## src/verilog/boot_stream_map.svh

```systemverilog
// Constants for the boot-stream and sector relock command logic.
// Assumes inclusion by bare name from files that also import boot_stream_pkg.
`ifndef BOOT_STREAM_MAP_SVH
`define BOOT_STREAM_MAP_SVH

// =====================================================================
// Opcodes
`define OP_WRITE_ENABLE   8'h06
`define OP_READ_STATUS    8'h05
`define OP_BOOT_CFG_READ  8'h14
`define OP_BOOT_CFG_WRITE 8'h15
`define OP_SECTOR_RELOCK  8'h24
`define OP_SECTOR_UNPROT  8'h26

// =====================================================================
// Boot configuration register fields and reset value
`define CFG_EN_BIT        0
`define CFG_DLY_LSB       1
`define CFG_DLY_MSB       4
`define CFG_ADDR_LSB      8
`define CFG_ADDR_MSB      31
`define CFG_RESET         32'h0000_0000
`define CFG_BITS          6'h20

// =====================================================================
// Status byte fields and address split
`define SR_WIP_BIT        0
`define SR_WEL_BIT        1
`define SR_QE_BIT         6
`define SECTOR_LSB        12
`define UNPROT_LAST_BIT   6'h17

// =====================================================================
// Timing
`define CLK_PERIOD_NS     50
`define CFG_WR_TIME_NS    100000

`endif

```

## src/verilog/boot_stream_pkg.sv

```systemverilog
// Types shared by the boot-stream command logic and its bench.
// Assumes nothing beyond a SystemVerilog compiler.
package boot_stream_pkg;

  // One-hot states of the serial command interpreter.
  typedef enum logic [9:0] {
    ST_LOAD     = 10'h001,
    ST_IDLE     = 10'h002,
    ST_BOOT_DLY = 10'h004,
    ST_BOOT_OUT = 10'h008,
    ST_CMD      = 10'h010,
    ST_RD_CFG   = 10'h020,
    ST_RD_STAT  = 10'h040,
    ST_WR_CFG   = 10'h080,
    ST_UNPROT   = 10'h100,
    ST_SKIP     = 10'h200
  } state_e;

  typedef logic [31:0] cfg_t;

endpackage

```

## src/verilog/byte_fifo_if.sv

```systemverilog
// Carrier between the command logic and its boot data FIFO.
// Assumes both ends share one clock.
`timescale 1ns/1ps
interface byte_fifo_if #(parameter int WIDTH = 8);
  logic             push_valid;
  logic             push_ready;
  logic [WIDTH-1:0] push_data;
  logic             pop_valid;
  logic             pop_ready;
  logic [WIDTH-1:0] pop_data;
  logic             flush;
  modport user  (output push_valid, push_data, pop_ready, flush,
                 input  push_ready, pop_valid, pop_data);
  modport store (input  push_valid, push_data, pop_ready, flush,
                 output push_ready, pop_valid, pop_data);
endinterface

```

## src/verilog/byte_fifo.sv

```systemverilog
// Show-ahead FIFO holding prefetched boot data.
// Assumes a synchronous flush and a DEPTH that is a power of two.
`timescale 1ns/1ps
module byte_fifo #(
  parameter int WIDTH = 8,
  parameter int DEPTH = 16
) (
  input  wire logic       i_ref_clk,
  input  wire logic       i_resetn,
  byte_fifo_if.store      fifo
);
  localparam int AW = $clog2(DEPTH);

  logic [WIDTH-1:0] mem_ff [DEPTH];
  logic [AW:0]      wr_ptr_ff;
  logic [AW:0]      rd_ptr_ff;
  logic             full;
  logic             empty;

  // =====================================================================
  // Flags
  // The extra pointer bit tells a full ring from an empty one.
  assign empty           = (wr_ptr_ff == rd_ptr_ff);
  assign full            = (wr_ptr_ff[AW] != rd_ptr_ff[AW]) &&
                           (wr_ptr_ff[AW-1:0] == rd_ptr_ff[AW-1:0]);
  assign fifo.push_ready = !full;
  assign fifo.pop_valid  = !empty;
  assign fifo.pop_data   = mem_ff[rd_ptr_ff[AW-1:0]];

  // Storage is written only on an accepted push.
  always_ff @(posedge i_ref_clk) begin
    if (fifo.push_valid && !full) begin
      mem_ff[wr_ptr_ff[AW-1:0]] <= fifo.push_data;
    end
  end

  // Pointers; flush empties the ring in one cycle.
  always_ff @(posedge i_ref_clk or negedge i_resetn) begin
    if (!i_resetn) begin
      wr_ptr_ff <= '0;
      rd_ptr_ff <= '0;
    end else if (fifo.flush) begin
      wr_ptr_ff <= '0;
      rd_ptr_ff <= '0;
    end else begin
      if (fifo.push_valid && !full) begin
        wr_ptr_ff <= wr_ptr_ff + 1'b1;
      end
      if (fifo.pop_ready && !empty) begin
        rd_ptr_ff <= rd_ptr_ff + 1'b1;
      end
    end
  end
endmodule

```

## src/verilog/boot_stream_ctrl.sv

```systemverilog
// Serial command logic: boot streaming, boot config register, sector relock.
// Assumes host pins synchronous to i_ref_clk; flash array and NV cell outside.
`timescale 1ns/1ps
`include "boot_stream_map.svh"
module boot_stream_ctrl import boot_stream_pkg::*; #(
  parameter int unsigned WR_CYCLES  = (`CFG_WR_TIME_NS + `CLK_PERIOD_NS - 1) /
                                      `CLK_PERIOD_NS,
  parameter logic [4:0]  FAST_DUMMY = 5'h08,
  parameter logic [4:0]  QUAD_DUMMY = 5'h06,
  parameter int          FIFO_DEPTH = 16
) (
  input  wire logic        i_ref_clk,
  input  wire logic        i_resetn,
  input  wire logic        i_cmd_reset,
  input  wire logic        i_cs_n,
  input  wire logic        i_sck,
  input  wire logic        i_si,
  input  wire logic        i_quad_io_enable,
  output logic [3:0]       o_io_out,
  output logic [3:0]       o_io_oe,
  input  wire logic [31:0] i_nv_cfg,
  output logic             o_nv_wr,
  output logic [31:0]      o_nv_cfg,
  output logic [23:0]      o_mem_addr,
  output logic             o_mem_ready,
  input  wire logic        i_mem_valid,
  input  wire logic [7:0]  i_mem_data,
  input  wire logic [23:0] i_chk_addr,
  input  wire logic        i_chk_in_prot_block,
  output logic             o_chk_prog_ok,
  output logic             o_write_in_progress,
  output logic             o_write_enable_latch,
  output logic             o_boot_active
);
  state_e      state_ff;
  state_e      nxt_state;
  logic        sck_q_ff;
  logic [5:0]  cnt_ff;
  logic [6:0]  cmd_sh_ff;
  logic [22:0] unp_sh_ff;
  cfg_t        cfg_ff;
  cfg_t        wr_buf_ff;
  logic [7:0]  out_sh_ff;
  logic [2:0]  out_pos_ff;
  logic [4:0]  out_cnt_ff;
  logic        quad_ff;
  logic        armed_ff;
  logic        started_ff;
  logic        done_ff;
  logic        wip_ff;
  logic        wel_ff;
  logic [15:0] tmr_ff;
  logic        unp_valid_ff;
  logic [11:0] unp_sector_ff;
  logic        rise;
  logic        fall;
  logic        decode;
  logic [7:0]  opcode;
  logic [7:0]  status;
  logic [4:0]  dly_len;
  logic        wr_start;
  logic        wr_done;
  logic        boot_end;
  logic        boot_abort;

  byte_fifo_if #(.WIDTH(8)) fq ();

  byte_fifo #(.WIDTH(8), .DEPTH(FIFO_DEPTH)) u_fifo (
    .i_ref_clk (i_ref_clk),
    .i_resetn  (i_resetn),
    .fifo      (fq)
  );

  // Bit position inside the register for serial bit k: low byte first, MSB first.
  function automatic logic [4:0] cfg_bit_idx(input logic [4:0] k);
    cfg_bit_idx = {k[4:3], ~k[2:0]};
  endfunction

  // Lanes driven for one step of a boot byte in single or quad width.
  function automatic logic [3:0] emit(input logic [7:0] b, input logic [2:0] pos,
                                     input logic quad);
    if (quad) begin
      emit = (pos == 3'h0) ? b[7:4] : b[3:0];
    end else begin
      emit = {2'b00, b[~pos], 1'b0};
    end
  endfunction

  // =====================================================================
  // Serial clock edges and decode
  // Pins are synchronous, so a single delay stage is enough for edge detection.
  always_ff @(posedge i_ref_clk or negedge i_resetn) begin
    if (!i_resetn) begin
      sck_q_ff <= 1'b0;
    end else begin
      sck_q_ff <= i_sck;
    end
  end

  assign rise   = !i_cs_n && i_sck && !sck_q_ff;
  assign fall   = !i_cs_n && !i_sck && sck_q_ff;
  assign opcode = {cmd_sh_ff, i_si};
  assign decode = (state_ff == ST_CMD) && rise && (cnt_ff == 6'h07);

  // Delay field wins; a zero field falls back to the active read's dummy count.
  assign dly_len = (cfg_ff[`CFG_DLY_MSB:`CFG_DLY_LSB] != 4'h0) ?
                   {1'b0, cfg_ff[`CFG_DLY_MSB:`CFG_DLY_LSB]} :
                   (quad_ff ? QUAD_DUMMY : FAST_DUMMY);

  always_comb begin
    status              = 8'h00;
    status[`SR_WIP_BIT] = wip_ff;
    status[`SR_WEL_BIT] = wel_ff;
    status[`SR_QE_BIT]  = i_quad_io_enable;
  end

  // =====================================================================
  // Frame state machine
  always_ff @(posedge i_ref_clk or negedge i_resetn) begin
    if (!i_resetn) begin
      state_ff <= ST_LOAD;
    end else if (i_cmd_reset) begin
      state_ff <= ST_LOAD;
    end else begin
      state_ff <= nxt_state;
    end
  end

  always_comb begin
    nxt_state = state_ff;
    unique case (state_ff)
      ST_LOAD: nxt_state = ST_IDLE;
      ST_IDLE: begin
        if (!i_cs_n) begin
          nxt_state = armed_ff ? ST_BOOT_DLY : ST_CMD;
        end
      end
      ST_BOOT_DLY: begin
        if (rise && (cnt_ff + 6'h01 >= {1'b0, dly_len})) begin
          nxt_state = ST_BOOT_OUT;
        end
      end
      ST_CMD: begin
        if (decode) begin
          // While a write runs only the status read is honoured.
          if (wip_ff && opcode != `OP_READ_STATUS) begin
            nxt_state = ST_SKIP;
          end else if (opcode == `OP_READ_STATUS) begin
            nxt_state = ST_RD_STAT;
          end else if (opcode == `OP_BOOT_CFG_READ) begin
            nxt_state = ST_RD_CFG;
          end else if (opcode == `OP_BOOT_CFG_WRITE) begin
            nxt_state = wel_ff ? ST_WR_CFG : ST_SKIP;
          end else if (opcode == `OP_SECTOR_UNPROT) begin
            nxt_state = ST_UNPROT;
          end else begin
            nxt_state = ST_SKIP;
          end
        end
      end
      ST_UNPROT: begin
        if (rise && cnt_ff == `UNPROT_LAST_BIT) begin
          nxt_state = ST_SKIP;
        end
      end
      ST_BOOT_OUT, ST_RD_CFG, ST_RD_STAT, ST_WR_CFG, ST_SKIP: nxt_state = state_ff;
    endcase
    // Chip select high ends any frame; a finished boot stream drops to command mode.
    if (i_cs_n && state_ff != ST_LOAD) begin
      nxt_state = ST_IDLE;
    end
  end

  // Clock counter inside a frame, restarted after the opcode.
  always_ff @(posedge i_ref_clk or negedge i_resetn) begin
    if (!i_resetn) begin
      cnt_ff <= 6'h00;
    end else if (state_ff == ST_IDLE || decode) begin
      cnt_ff <= 6'h00;
    end else if (rise && cnt_ff != 6'h3F) begin
      cnt_ff <= cnt_ff + 6'h01;
    end
  end

  // =====================================================================
  // Inbound shifters: opcode, config write data, unprotect address
  always_ff @(posedge i_ref_clk or negedge i_resetn) begin
    if (!i_resetn) begin
      cmd_sh_ff <= 7'h00;
      wr_buf_ff <= `CFG_RESET;
      unp_sh_ff <= 23'h000000;
    end else if (rise) begin
      cmd_sh_ff <= {cmd_sh_ff[5:0], i_si};
      unp_sh_ff <= {unp_sh_ff[21:0], i_si};
      if (state_ff == ST_WR_CFG && cnt_ff < `CFG_BITS) begin
        wr_buf_ff[cfg_bit_idx(cnt_ff[4:0])] <= i_si;
      end
    end
  end

  // =====================================================================
  // Outbound lanes, changed on the falling clock edge
  assign fq.pop_ready = fall && (state_ff == ST_BOOT_OUT) && (out_pos_ff == 3'h0);

  always_ff @(posedge i_ref_clk or negedge i_resetn) begin
    if (!i_resetn) begin
      o_io_out   <= 4'h0;
      o_io_oe    <= 4'h0;
      out_sh_ff  <= 8'h00;
      out_pos_ff <= 3'h0;
      out_cnt_ff <= 5'h00;
    end else if (i_cs_n || state_ff == ST_IDLE) begin
      o_io_oe    <= 4'h0;
      out_pos_ff <= 3'h0;
      out_cnt_ff <= 5'h00;
    end else if (fall) begin
      if (state_ff == ST_RD_CFG) begin
        // Counter wraps after 32 bits, so the register repeats.
        o_io_out   <= {2'b00, cfg_ff[cfg_bit_idx(out_cnt_ff)], 1'b0};
        o_io_oe    <= 4'h2;
        out_cnt_ff <= out_cnt_ff + 5'h01;
      end else if (state_ff == ST_RD_STAT) begin
        o_io_out   <= {2'b00, status[~out_cnt_ff[2:0]], 1'b0};
        o_io_oe    <= 4'h2;
        out_cnt_ff <= out_cnt_ff + 5'h01;
      end else if (state_ff == ST_BOOT_OUT) begin
        if (out_pos_ff == 3'h0) begin
          out_sh_ff <= fq.pop_data;
          o_io_out  <= emit(fq.pop_data, out_pos_ff, quad_ff);
        end else begin
          o_io_out  <= emit(out_sh_ff, out_pos_ff, quad_ff);
        end
        o_io_oe    <= quad_ff ? 4'hF : 4'h2;
        out_pos_ff <= out_pos_ff + (quad_ff ? 3'h4 : 3'h1);
      end
    end
  end

  // =====================================================================
  // Boot arming and stream bookkeeping
  assign boot_end   = i_cs_n && (state_ff == ST_BOOT_OUT) && done_ff;
  assign boot_abort = i_cs_n && !done_ff &&
                      (state_ff == ST_BOOT_DLY || state_ff == ST_BOOT_OUT);
  assign fq.flush   = boot_end || boot_abort || (state_ff == ST_LOAD);

  // The enable bit is caught after reset release, not by the reset itself.
  always_ff @(posedge i_ref_clk or negedge i_resetn) begin
    if (!i_resetn) begin
      armed_ff <= 1'b0;
      quad_ff  <= 1'b0;
    end else begin
      if (state_ff == ST_LOAD) begin
        armed_ff <= i_nv_cfg[`CFG_EN_BIT];
      end else if (boot_end) begin
        armed_ff <= 1'b0;
      end
      if (state_ff == ST_IDLE) begin
        quad_ff <= i_quad_io_enable;
      end
    end
  end

  // A byte counts as sent on the rising edge that samples its last bits.
  always_ff @(posedge i_ref_clk or negedge i_resetn) begin
    if (!i_resetn) begin
      started_ff <= 1'b0;
      done_ff    <= 1'b0;
    end else if (state_ff == ST_IDLE) begin
      started_ff <= 1'b0;
      done_ff    <= 1'b0;
    end else begin
      if (fq.pop_ready) begin
        started_ff <= 1'b1;
      end
      if (rise && state_ff == ST_BOOT_OUT && out_pos_ff == 3'h0 && started_ff) begin
        done_ff <= 1'b1;
      end
    end
  end

  // =====================================================================
  // Boot data prefetch from the array into the FIFO
  // An aborted frame rewinds the prefetch so the next try starts clean.
  assign fq.push_valid = i_mem_valid && armed_ff && !fq.flush;
  assign fq.push_data  = i_mem_data;
  assign o_mem_ready   = fq.push_ready && armed_ff && !fq.flush;
  assign o_boot_active = armed_ff;

  always_ff @(posedge i_ref_clk or negedge i_resetn) begin
    if (!i_resetn) begin
      o_mem_addr <= 24'h000000;
    end else if (state_ff == ST_LOAD) begin
      o_mem_addr <= i_nv_cfg[`CFG_ADDR_MSB:`CFG_ADDR_LSB];
    end else if (boot_abort) begin
      o_mem_addr <= cfg_ff[`CFG_ADDR_MSB:`CFG_ADDR_LSB];
    end else if (fq.push_valid && fq.push_ready) begin
      o_mem_addr <= o_mem_addr + 24'h000001;
    end
  end

  // =====================================================================
  // Config write engine, latch and non-volatile update
  assign wr_start = i_cs_n && (state_ff == ST_WR_CFG) && (cnt_ff == `CFG_BITS);
  assign wr_done  = wip_ff && (tmr_ff == 16'h0000);

  always_ff @(posedge i_ref_clk or negedge i_resetn) begin
    if (!i_resetn) begin
      wip_ff <= 1'b0;
      tmr_ff <= 16'h0000;
    end else if (wr_start) begin
      wip_ff <= 1'b1;
      tmr_ff <= 16'(WR_CYCLES - 1);
    end else if (wr_done) begin
      wip_ff <= 1'b0;
    end else if (wip_ff) begin
      tmr_ff <= tmr_ff - 16'h0001;
    end
  end

  // Set wins over clear, although a write enable is refused while busy.
  always_ff @(posedge i_ref_clk or negedge i_resetn) begin
    if (!i_resetn) begin
      wel_ff <= 1'b0;
    end else if (decode && !wip_ff && opcode == `OP_WRITE_ENABLE) begin
      wel_ff <= 1'b1;
    end else if (wr_done) begin
      wel_ff <= 1'b0;
    end
  end

  // Working copy reloads from the NV cell on every reset.
  always_ff @(posedge i_ref_clk or negedge i_resetn) begin
    if (!i_resetn) begin
      cfg_ff   <= `CFG_RESET;
      o_nv_wr  <= 1'b0;
      o_nv_cfg <= `CFG_RESET;
    end else begin
      o_nv_wr <= wr_done;
      if (state_ff == ST_LOAD) begin
        cfg_ff <= i_nv_cfg;
      end else if (wr_done) begin
        cfg_ff   <= wr_buf_ff;
        o_nv_cfg <= wr_buf_ff;
      end
    end
  end

  assign o_write_in_progress  = wip_ff;
  assign o_write_enable_latch = wel_ff;

  // =====================================================================
  // Single unprotected sector and program permission
  // A second unprotect is ignored until the first sector is relocked.
  always_ff @(posedge i_ref_clk or negedge i_resetn) begin
    if (!i_resetn) begin
      unp_valid_ff  <= 1'b0;
      unp_sector_ff <= 12'h000;
    end else if (decode && !wip_ff && opcode == `OP_SECTOR_RELOCK) begin
      unp_valid_ff <= 1'b0;
    end else if (state_ff == ST_UNPROT && rise && cnt_ff == `UNPROT_LAST_BIT &&
                 !unp_valid_ff) begin
      unp_valid_ff  <= 1'b1;
      unp_sector_ff <= unp_sh_ff[22:`SECTOR_LSB-1];
    end
  end

  // Reads are never gated; only program and erase depend on the sector.
  always_ff @(posedge i_ref_clk or negedge i_resetn) begin
    if (!i_resetn) begin
      o_chk_prog_ok <= 1'b0;
    end else begin
      o_chk_prog_ok <= !i_chk_in_prot_block || (unp_valid_ff &&
                       i_chk_addr[23:`SECTOR_LSB] == unp_sector_ff);
    end
  end
endmodule

```

## config.mk

```make
export PLATFORM = sky130hd
export DESIGN_NAME = boot_stream_ctrl
export DESIGN_NICKNAME = d
export VERILOG_FILES = /design/src/verilog/boot_stream_pkg.sv /design/src/verilog/byte_fifo_if.sv /design/src/verilog/byte_fifo.sv /design/src/verilog/boot_stream_ctrl.sv
export VERILOG_INCLUDE_DIRS = /design/src /design/src/verilog
export SDC_FILE = /design/constraint.sdc
export NUM_CORES = 1
export LEC_CHECK = 0
export ABC_CLOCK_PERIOD_IN_PS = 5100
export BUFFER_PORTS_ARGS = -buffer_cell sky130_fd_sc_hd__clkbuf_2
export CAP_MARGIN = 20
export CORE_MARGIN = 2
export CORE_UTILIZATION = 60
export CTS_CLUSTER_DIAMETER = 50
export DETAILED_ROUTE_END_ITERATION = 10
export HOLD_SLACK_MARGIN = 0.1
export PLACE_DENSITY = 0.8
export SLEW_MARGIN = 25
export SYNTH_ARGS = -nofsm -noshare
export SYNTH_HDL_FRONTEND = slang
export SYNTH_SLANG_ARGS = --single-unit
```

## constraint.sdc

```tcl
create_clock -name i_ref_clk -period 5.1 [get_ports i_ref_clk]
set_clock_uncertainty 0.2 [all_clocks]
set_input_delay 0.765 -clock i_ref_clk [delete_from_list [all_inputs] [get_ports i_ref_clk]]
set_output_delay 0.765 -clock i_ref_clk [all_outputs]
set_load 0.005 [all_outputs]
```

==> results of run 1 <==
[layer usage]
metal / up-vias / share of wire
li1: 5317 / -
met1: 5784 / 0.41
met2: 495 / 0.48
met3: 105 / 0.071
met4: 6 / 0.040
met5: - / 0.00094
[cells in the mapped netlist (26+ instances only)]
cell type / count / area (um2)
nand3_1: 30 / 150
mux2_1: 30 / 338
nand2_1: 218 / 818
dfrtp_1: 227 / 5680
mux2i_1: 50 / 500
a21oi_1: 31 / 155
edfxtp_1: 128 / 3840
clkbuf_1: 65 / 244
xor2_1: 43 / 377
nor3_1: 29 / 145
mux2_2: 49 / 552
a31oi_1: 26 / 163
o21ai_1: 27 / 135
nor2_1: 96 / 360
o21ai_0: 35 / 175
mux4_2: 45 / 1010
[worst paths after layout]
kind                                                  from                               to  slack (ns)  depth (start not counted)
max                                state_ff[7]$_DFFE_PN0P_                      o_mem_ready        1.45                          6
min                                            i_cmd_reset          state_ff[0]$_DFFE_PN1P_        0.16                          1
max in group asynchronous                         i_resetn  o_write_in_progress$_DFFE_PN0P_        3.37                          3
max reg2reg                u_fifo.rd_ptr_ff[3]$_DFFE_PN0P_    u_fifo.mem_ff[1][0]$_DFFE_PP_        1.59                          7
min in group asynchronous                         i_resetn       o_mem_addr[13]$_DFFE_PN0P_        0.53                          2
min reg2reg                       unp_sh_ff[9]$_DFFE_PN0P_         unp_sh_ff[9]$_DFFE_PN0P_        0.28                          2
[power by group]
part	internal [mW]	switching (mW)	total, mW
Sequential	3.13	0.238	3.37
Clock	1.58	1.13	2.71
Combinational	0.368	0.479	0.847
[sequential cells by signal, summed over array words and instances (netlist names), 6 cells and up]
signal and count:
cfg_ff 32, cmd_sh_ff 6, cnt_ff 6, o_mem_addr 24, o_nv_cfg 32, out_sh_ff 7, state_ff 10, tmr_ff 16
u_fifo.mem_ff 128, unp_sector_ff 12, unp_sh_ff 17, wr_buf_ff 32
[logic make-up after synthesis]
group / Yosys count
compound gates: 189
xor+xnor: 61
fa+ha+maj: 18
buf+inv: 100
flops: 356
mux: 174
simple gates: 502
[area by class of cell]
cell class | count | area [um2] | area share
Clock buffer | 47 | 1010 | 0.0537
Clock inverter | 18 | 229 | 0.0121
Inverter | 18 | 67.6 | 0.00357
Multi-Input combinational cell | 944 | 6740 | 0.356
Sequential cell | 356 | 9550 | 0.505
Tap cell | 378 | 473 | 0.0250
Timing Repair Buffer | 148 | 831 | 0.0440
[critical path, delay by kind of cell (launching register included)]
kind / cells / cell delay, ns
simple gates: 2 / 1.09
buf+inv: 2 / 0.33
flops: 1 / 0.44
compound gates: 2 / 0.30
==> reports/results.ini, run 1 <==
[cts]
path_clk_slew_ns = 0.06
cts_tree = yes
cts-resized-gates = 0
cts_setup_buffers = 0
clock_path_buffers = 3
h-tree-depth = 2
clock_latency_ns = 0.54
numCtsBuffers = 38
ctsHoldBuffers = 0
clock-sinks = 356
root_buffer = clkbuf_16

[global_route]
grt_use_total = 0.276
grt-ovfl-total = 0
grt_first_pass_wirelength_um = 62100
antenna_found_initial = 3
grt_util_met2 = 0.452
grtUsageMet1 = 0.374
busiest_layer = met2
grt_use_met3 = 0.0428
first_global_vias = 11500
grt_max_degree = 143

[sta]
period_minus_slack_ns = 3.65
rsz0062_at_grt = false
setup_tns_ns = 0
finalCritPeriodShare = 0.716
finalHoldViolations = 0
finalSetupViolCount = 0
fmax_ghz = 0.274
tightestPinTransition_ns = 1.04
holdWs_ns = 0.156
slew_viol_final = 0
max-slew-margin-rel = 0.302
postLayoutSetupSlackWorst_ns = 1.45

[route]
num_vias = 11700
drt_iter0_markers = 1082
routed_via_density = 6.13
drtPass1Iterations = 5
routed_wl_um = 39500
drt.antenna.violating_nets = 0
drc_errors = 0
routedWlPerCell_um = 20.7

[critical_path]
crit_fanout = 10
crit_type = flop to output port
path_cells = nor3_1, nand2_1, o21ai_1, buf_4, a211oi_1, clkbuf_2
arrival_ns = 2.69
end_kind = output port
cp_slowest_cell = nor3_1
required_ns = 4.14
max_stage_delay_ns = 0.69
critPathLaunchType = flop

[placed_design]
gp_congestion = 0.900
io_buffers = 130
dpl_cell_area_um2 = 17600
place_ws_ns = 1.37
dp.cells = 1842
post-dp-hpwl_um = 26500

[layout]
final_cell_mix = dfrtp_1 (226), nand2_1 (218), clkbuf_2 (129)
area_delta_synth_final_pct = 13.4
drive_gt1_frac = 0.208
final_nets = 1597
diodes = 0
final_cells = 1909
final_common_cell = dfrtp_1
final_area_um2 = 18900
final_util = 0.686
fillers = 1972

[synthesis]
syn_area_um2 = 16700
ys.flop_type = dfrtp_1
synth_xor_area_frac = 0.0320
synth_edf_count = 128
synthAdderAreaFrac = 0.0135
ys_ff_latch = 356
netlist_instances = 1400
ys_seq_area_frac = 0.573
syn_nets = 1491
synth-compound-area-share = 0.0714
yosysWarnings = 0
yosys-mux-area-fraction = 0.144
synth_top_family_by_area = multiplexers
async_flop_share = 0.640
synth.distinct_cells = 65
avgSynthCellArea_um2 = 11.9
synthSimpleGateAreaFrac = 0.142

[power_and_ir_drop]
power.leakage_nw = 7.96
powerDensity_nw_per_um2 = 367
irDropWorstVdd_mv = 0.314
finalPower_mw = 6.93

[min_path]
min_path_type = input pin to flop

[run_status]
outcome = finished clean

[die]
initial_utilization = 0.605
num_rows = 61
die_area_um2 = 29100
die_w_um = 171
core_area_um2 = 27600
fp.dieH_um = 171
ioPinCount = 143

[job]
drv_cap = 0

(Power assumes the default switching activity.)
==> run 2: changes to the inputs <==
--- a/config.mk
+++ b/config.mk
@@ -6,15 +6,15 @@
 export SDC_FILE = /design/constraint.sdc
 export NUM_CORES = 1
 export LEC_CHECK = 0
-export ABC_CLOCK_PERIOD_IN_PS = 5100
+export ABC_CLOCK_PERIOD_IN_PS = 3140
 export BUFFER_PORTS_ARGS = -buffer_cell sky130_fd_sc_hd__clkbuf_2
 export CAP_MARGIN = 20
 export CORE_MARGIN = 2
-export CORE_UTILIZATION = 60
+export CORE_UTILIZATION = 54
 export CTS_CLUSTER_DIAMETER = 50
 export DETAILED_ROUTE_END_ITERATION = 10
 export HOLD_SLACK_MARGIN = 0.1
-export PLACE_DENSITY = 0.8
+export PLACE_DENSITY = 0.76
 export SLEW_MARGIN = 25
 export SYNTH_ARGS = -nofsm -noshare
 export SYNTH_HDL_FRONTEND = slang
==> constraint.sdc (replaced) <==
create_clock -name i_ref_clk -period 3.14 [get_ports i_ref_clk]
set_clock_uncertainty 0.2 [all_clocks]
set_input_delay 0.471 -clock i_ref_clk [delete_from_list [all_inputs] [get_ports i_ref_clk]]
set_output_delay 0.471 -clock i_ref_clk [all_outputs]
set_load 0.005 [all_outputs]
==> reports/results.ini, run 2 (synthesis gave the netlist of run 1 again) <==
[run_status]
outcome = finished clean

[sta]
setup_tns_ns = 0
tightestPinTransition_ns = 0.886
finalCritPeriodShare = 0.990
period_minus_slack_ns = 3.11
finalHoldViolations = 0
fmax_ghz = 0.322
max-slew-margin-rel = 0.407
holdWs_ns = 0.122
slew_viol_final = 0
finalSetupViolCount = 0
rsz0062_at_grt = true

[layout]
largest_register_ffs = 128
drive_gt1_frac = 0.234
area_delta_synth_final_pct = 18.9
final_nets = 1682
final_common_cell = dfrtp_1
final_cell_mix = dfrtp_1 (226), nand2_1 (218), clkbuf_2 (129)

[route]
drt_iter0_markers = 1019
routedWlPerCell_um = 20.4
routed_via_density = 5.97
drtPass1Iterations = 6
drc_errors = 0
num_vias = 12000
routed_wl_um = 41200
drt.antenna.violating_nets = 0

[placed_design]
post-dp-hpwl_um = 27800
io_buffers = 130
gp_congestion = 0.947

[cts]
path_clk_slew_ns = 0.06
clock-sinks = 356
cts_tree = yes
h-tree-depth = 2
clock_path_buffers = 3
clock_latency_ns = 0.57
numCtsBuffers = 42
root_buffer = clkbuf_16
cts_setup_buffers = 0

[job]
drv_cap = 0

[die]
ioPinCount = 143
num_rows = 64
core_area_um2 = 30500
fp.dieH_um = 180
die_w_um = 180
initial_utilization = 0.547
die_area_um2 = 32300

[global_route]
grt_max_degree = 76
antenna_found_initial = 0
grt_first_pass_wirelength_um = 65800
grt_use_total = 0.254
grt-ovfl-total = 0
first_global_vias = 11900

[critical_path]
reg2regPathDepth = 6
rr_startpoint = state_ff[0]$_DFFE_PN1P_
critPathLaunchType = flop
crit_start = state_ff[0]$_DFFE_PN1P_
end_kind = flop
crit_type = flop to flop
reg2reg_to = u_fifo.mem_ff[8][4]$_DFFE_PP_
reg2reg_slack_ns = 0.03
critical_path.endpoint = u_fifo.mem_ff[8][4]$_DFFE_PP_
arrival_ns = 3.08
required_ns = 3.12
crit_fanout = 8

[power_and_ir_drop]
irDropWorstVdd_mv = 0.481
powerDensity_nw_per_um2 = 593
power.leakage_nw = 8.41

[min_path]
min_path_type = input pin to flop
hold_depth = 1

[run 2: power breakdown]
group	leakage, nW	internal [mW]	switching (mW)
combinational	3.62	0.672	0.823
clock	0.666	2.79	2.01
sequential	4.12	5.09	0.376
[run 2: metrics by stage]
stage          std cells  setup slack (ns)   util  area (um2)  power [mW]
2_1_floorplan       1400            0.0733      -       16700        6.31
5_1_grt             2018           -0.0734  0.650       19800        12.2
4_1_cts             2018            0.0389  0.649       19800        11.8
3_3_place_gp        1906             0.166  0.591       18000        6.91
6_report            2019            0.0305  0.650       19800        11.8
3_5_place_dp        1906           -0.0199  0.591       18000        6.96
[run 2: how the worst min path moves through the flow]
stage	startpoint	to	slack [ns]
2_1_floorplan	i_resetn	cfg_ff[0]$_DFFE_PN0P_	-0.02
3_3_place_gp	unp_sh_ff[8]$_DFFE_PN0P_	unp_sh_ff[9]$_DFFE_PN0P_	0.25
3_5_place_dp	unp_sh_ff[7]$_DFFE_PN0P_	unp_sh_ff[8]$_DFFE_PN0P_	0.26
4_1_cts	i_cs_n	o_io_oe[1]$_DFFE_PN0P_	0.12
5_1_grt	i_chk_addr[21]	o_chk_prog_ok$_DFF_PN0_	0.14
6_report	i_mem_data[0]	u_fifo.mem_ff[8][0]$_DFFE_PP_	0.12
[run 2: final cells by class]
type                    count  area [um2]
inverters                  18        67.6
multi-input cells         944        6780
repair buffers            229        1560
clock buffers              53        1140
diodes                      1        2.50
flip-flops and latches    356        9550
clock inverters            22         235
fillers                  2251       10700
well taps                 396         495
[run 2: metal layers]
metal  up-vias  track usage  part of all wire
met1      5949        0.353              0.42
met3        99       0.0407             0.066
met4         0        0.101             0.038
met2       500        0.406              0.48
li1       5500            -                 -
met5         -            0                 0
[run 2: timing repair]
action                                 CTS  global route
endpoints found under the hold margin  126             0
pin swaps                                0             1
cloned                                   0             0
hold buffers                            37             0
setup endpoints to repair                1            73
gates resized for setup                  2             7
[run 2: worst max-delay path: stages (launching register included)]
cell and delay [ns]:
dfstp_2 0.57, or4_1 0.21, o41ai_4 0.11, a211oi_1 0.47
and2_1 0.34, nand2_1 0.15, nor2_1 0.70
==> run 3: changes to the inputs <==
--- a/config.mk
+++ b/config.mk
@@ -15,6 +15,8 @@
 export DETAILED_ROUTE_END_ITERATION = 10
 export HOLD_SLACK_MARGIN = 0.1
 export PLACE_DENSITY = 0.76
+export SETUP_SLACK_MARGIN = 0.3
+export SKIP_LAST_GASP = 1
 export SLEW_MARGIN = 25
 export SYNTH_ARGS = -nofsm -noshare
 export SYNTH_HDL_FRONTEND = slang
==> reports/results.ini, run 3 (synthesis gave the netlist of run 1 again) <==
[run_status]
outcome = finished clean

[die]
num_rows = 64
initial_utilization = 0.547
die_w_um = 180
core_area_um2 = 30500
ioPinCount = 143
fp.dieH_um = 180
die_area_um2 = 32300

[critical_path]
reg2reg_to = o_mem_addr[13]$_DFFE_PN0P_
rr_startpoint = state_ff[2]$_DFFE_PN0P_
reg2reg_slack_ns = 0.22
end_kind = output port
critPathLaunchType = flop
crit_fanout = 6
required_ns = 2.47
path_cells = nor3_1, buf_4, nand3_1, o21ai_1, a211oi_4, buf_2
cp_slowest_cell = dfrtp_1
crit_start = state_ff[9]$_DFFE_PN0P_
crit_type = flop to output port
arrival_ns = 2.33
max_stage_delay_ns = 0.45
reg2regPathDepth = 10

[sta]
fmax_ghz = 0.333
finalHoldViolations = 0
setup_tns_ns = 0
finalCritPeriodShare = 0.957
postLayoutSetupSlackWorst_ns = 0.134
period_minus_slack_ns = 3.01
max-slew-margin-rel = 0.557
tightestPinTransition_ns = 0.665
rsz0062_at_grt = true
slew_viol_final = 0
finalSetupViolCount = 0
holdWs_ns = 0.112

[global_route]
busiest_layer = met2
grt-ovfl-total = 0
grtUsageMet1 = 0.349
grt_use_total = 0.257
grt_util_met2 = 0.427
grt_use_met3 = 0.0367
grt_first_pass_wirelength_um = 66500
first_global_vias = 12000
antenna_found_initial = 0
grt_max_degree = 71

[route]
drtPass1Iterations = 7
drc_errors = 0
num_vias = 12300
drt.antenna.violating_nets = 0
routed_wl_um = 42700
routedWlPerCell_um = 21.0
drt_iter0_markers = 1112
routed_via_density = 6.07

[placed_design]
io_buffers = 130
dp.cells = 1902
post-dp-hpwl_um = 27700
place_ws_ns = 0.100
dpl_cell_area_um2 = 18000
gp_congestion = 0.899

[layout]
final_common_cell = dfrtp_1
drive_gt1_frac = 0.264
final_area_um2 = 20300
area_delta_synth_final_pct = 21.6
final_nets = 1693
fillers = 2198
final_cell_mix = dfrtp_1 (224), nand2_1 (215), clkbuf_2 (128), edfxtp_1 (128), nor2_1 (68)
final_cells = 2031
diodes = 0
largest_register_ffs = 128

[min_path]
hold_end = o_chk_prog_ok$_DFF_PN0_
min_path_type = input pin to flop
hp-start = i_chk_addr[21]
hold_depth = 4

[cts]
clock-sinks = 356
clock_path_buffers = 3
clock_latency_ns = 0.54
numCtsBuffers = 41
h-tree-depth = 2
cts_tree = yes
root_buffer = clkbuf_16
path_clk_slew_ns = 0.05

[power_and_ir_drop]
power.leakage_nw = 8.57
irDropWorstVdd_mv = 0.438
powerDensity_nw_per_um2 = 591

[job]
drv_cap = 0

-- run 3: cell count changes in the layout (fill, tap and decap cells not counted), sizes merged --
cell      change
buf           +9
diode         -1
bufinv        +2
clkinvlp      -1
inv           +2
clkinv        +1
-- run 3: per-layer routing --
metal | part of all wire | wire length, um | vias to the layer above
met2 | 0.49 | 20800 | 555
met3 | 0.065 | 2780 | 111
met5 | 0 | 0 | -
met4 | 0.038 | 1630 | 0
li1 | - | - | 5519
met1 | 0.41 | 17500 | 6134
-- run 3: worst max-delay path by stage --
stage                                           endpoint  cells after the start
after detailed placement   u_fifo.mem_ff[8][5]$_DFFE_PP_                      8
after floorplan            u_fifo.mem_ff[1][0]$_DFFE_PP_                      8
final                                        o_mem_ready                      6
after global placement     u_fifo.mem_ff[8][5]$_DFFE_PP_                      8
after CTS                 u_fifo.mem_ff[12][6]$_DFFE_PP_                      7
after global routing                         o_mem_ready                      6
-- run 3: per-stage QoR --
stage	total power, mW	util
CTS	11.9	0.649
finish	12.0	0.665
detailed placement	6.95	0.591
global route	12.5	0.665
floorplan	6.31	-
global placement	6.90	0.591
-- run 3: final cells by class --
type                            count  area (um2)  share of cell area
Multi-Input combinational cell    944        7010               0.346
Timing Repair Buffer              241        1770              0.0874
Sequential cell                   356        9550               0.471
Clock buffer                       50        1090              0.0537
Tap cell                          396         495              0.0244
Clock inverter                     26         294              0.0145
Inverter                           18        67.6             0.00333
-- run 3: critical path, delay by kind of cell (launching register included) --
kind / cells / cell delay, ns
flops: 1 / 0.45
buf+inv: 2 / 0.34
compound gates: 2 / 0.53
simple gates: 2 / 0.49
-- run 3: timing repair --
item	4_1_cts	5_1_grt
gates cloned	0	5
hold buffers	37	0
endpoints found under the hold margin	123	0
gates resized for setup	10	65
setup endpoints to repair	169	214
buffers inserted	0	11
pin swaps	1	9
-- run 3: where the power goes --
part           switching (mW)  internal [mW]
combinational           0.886          0.750
clock                    1.99           2.86
sequential              0.415           5.09
total                    3.29           8.70
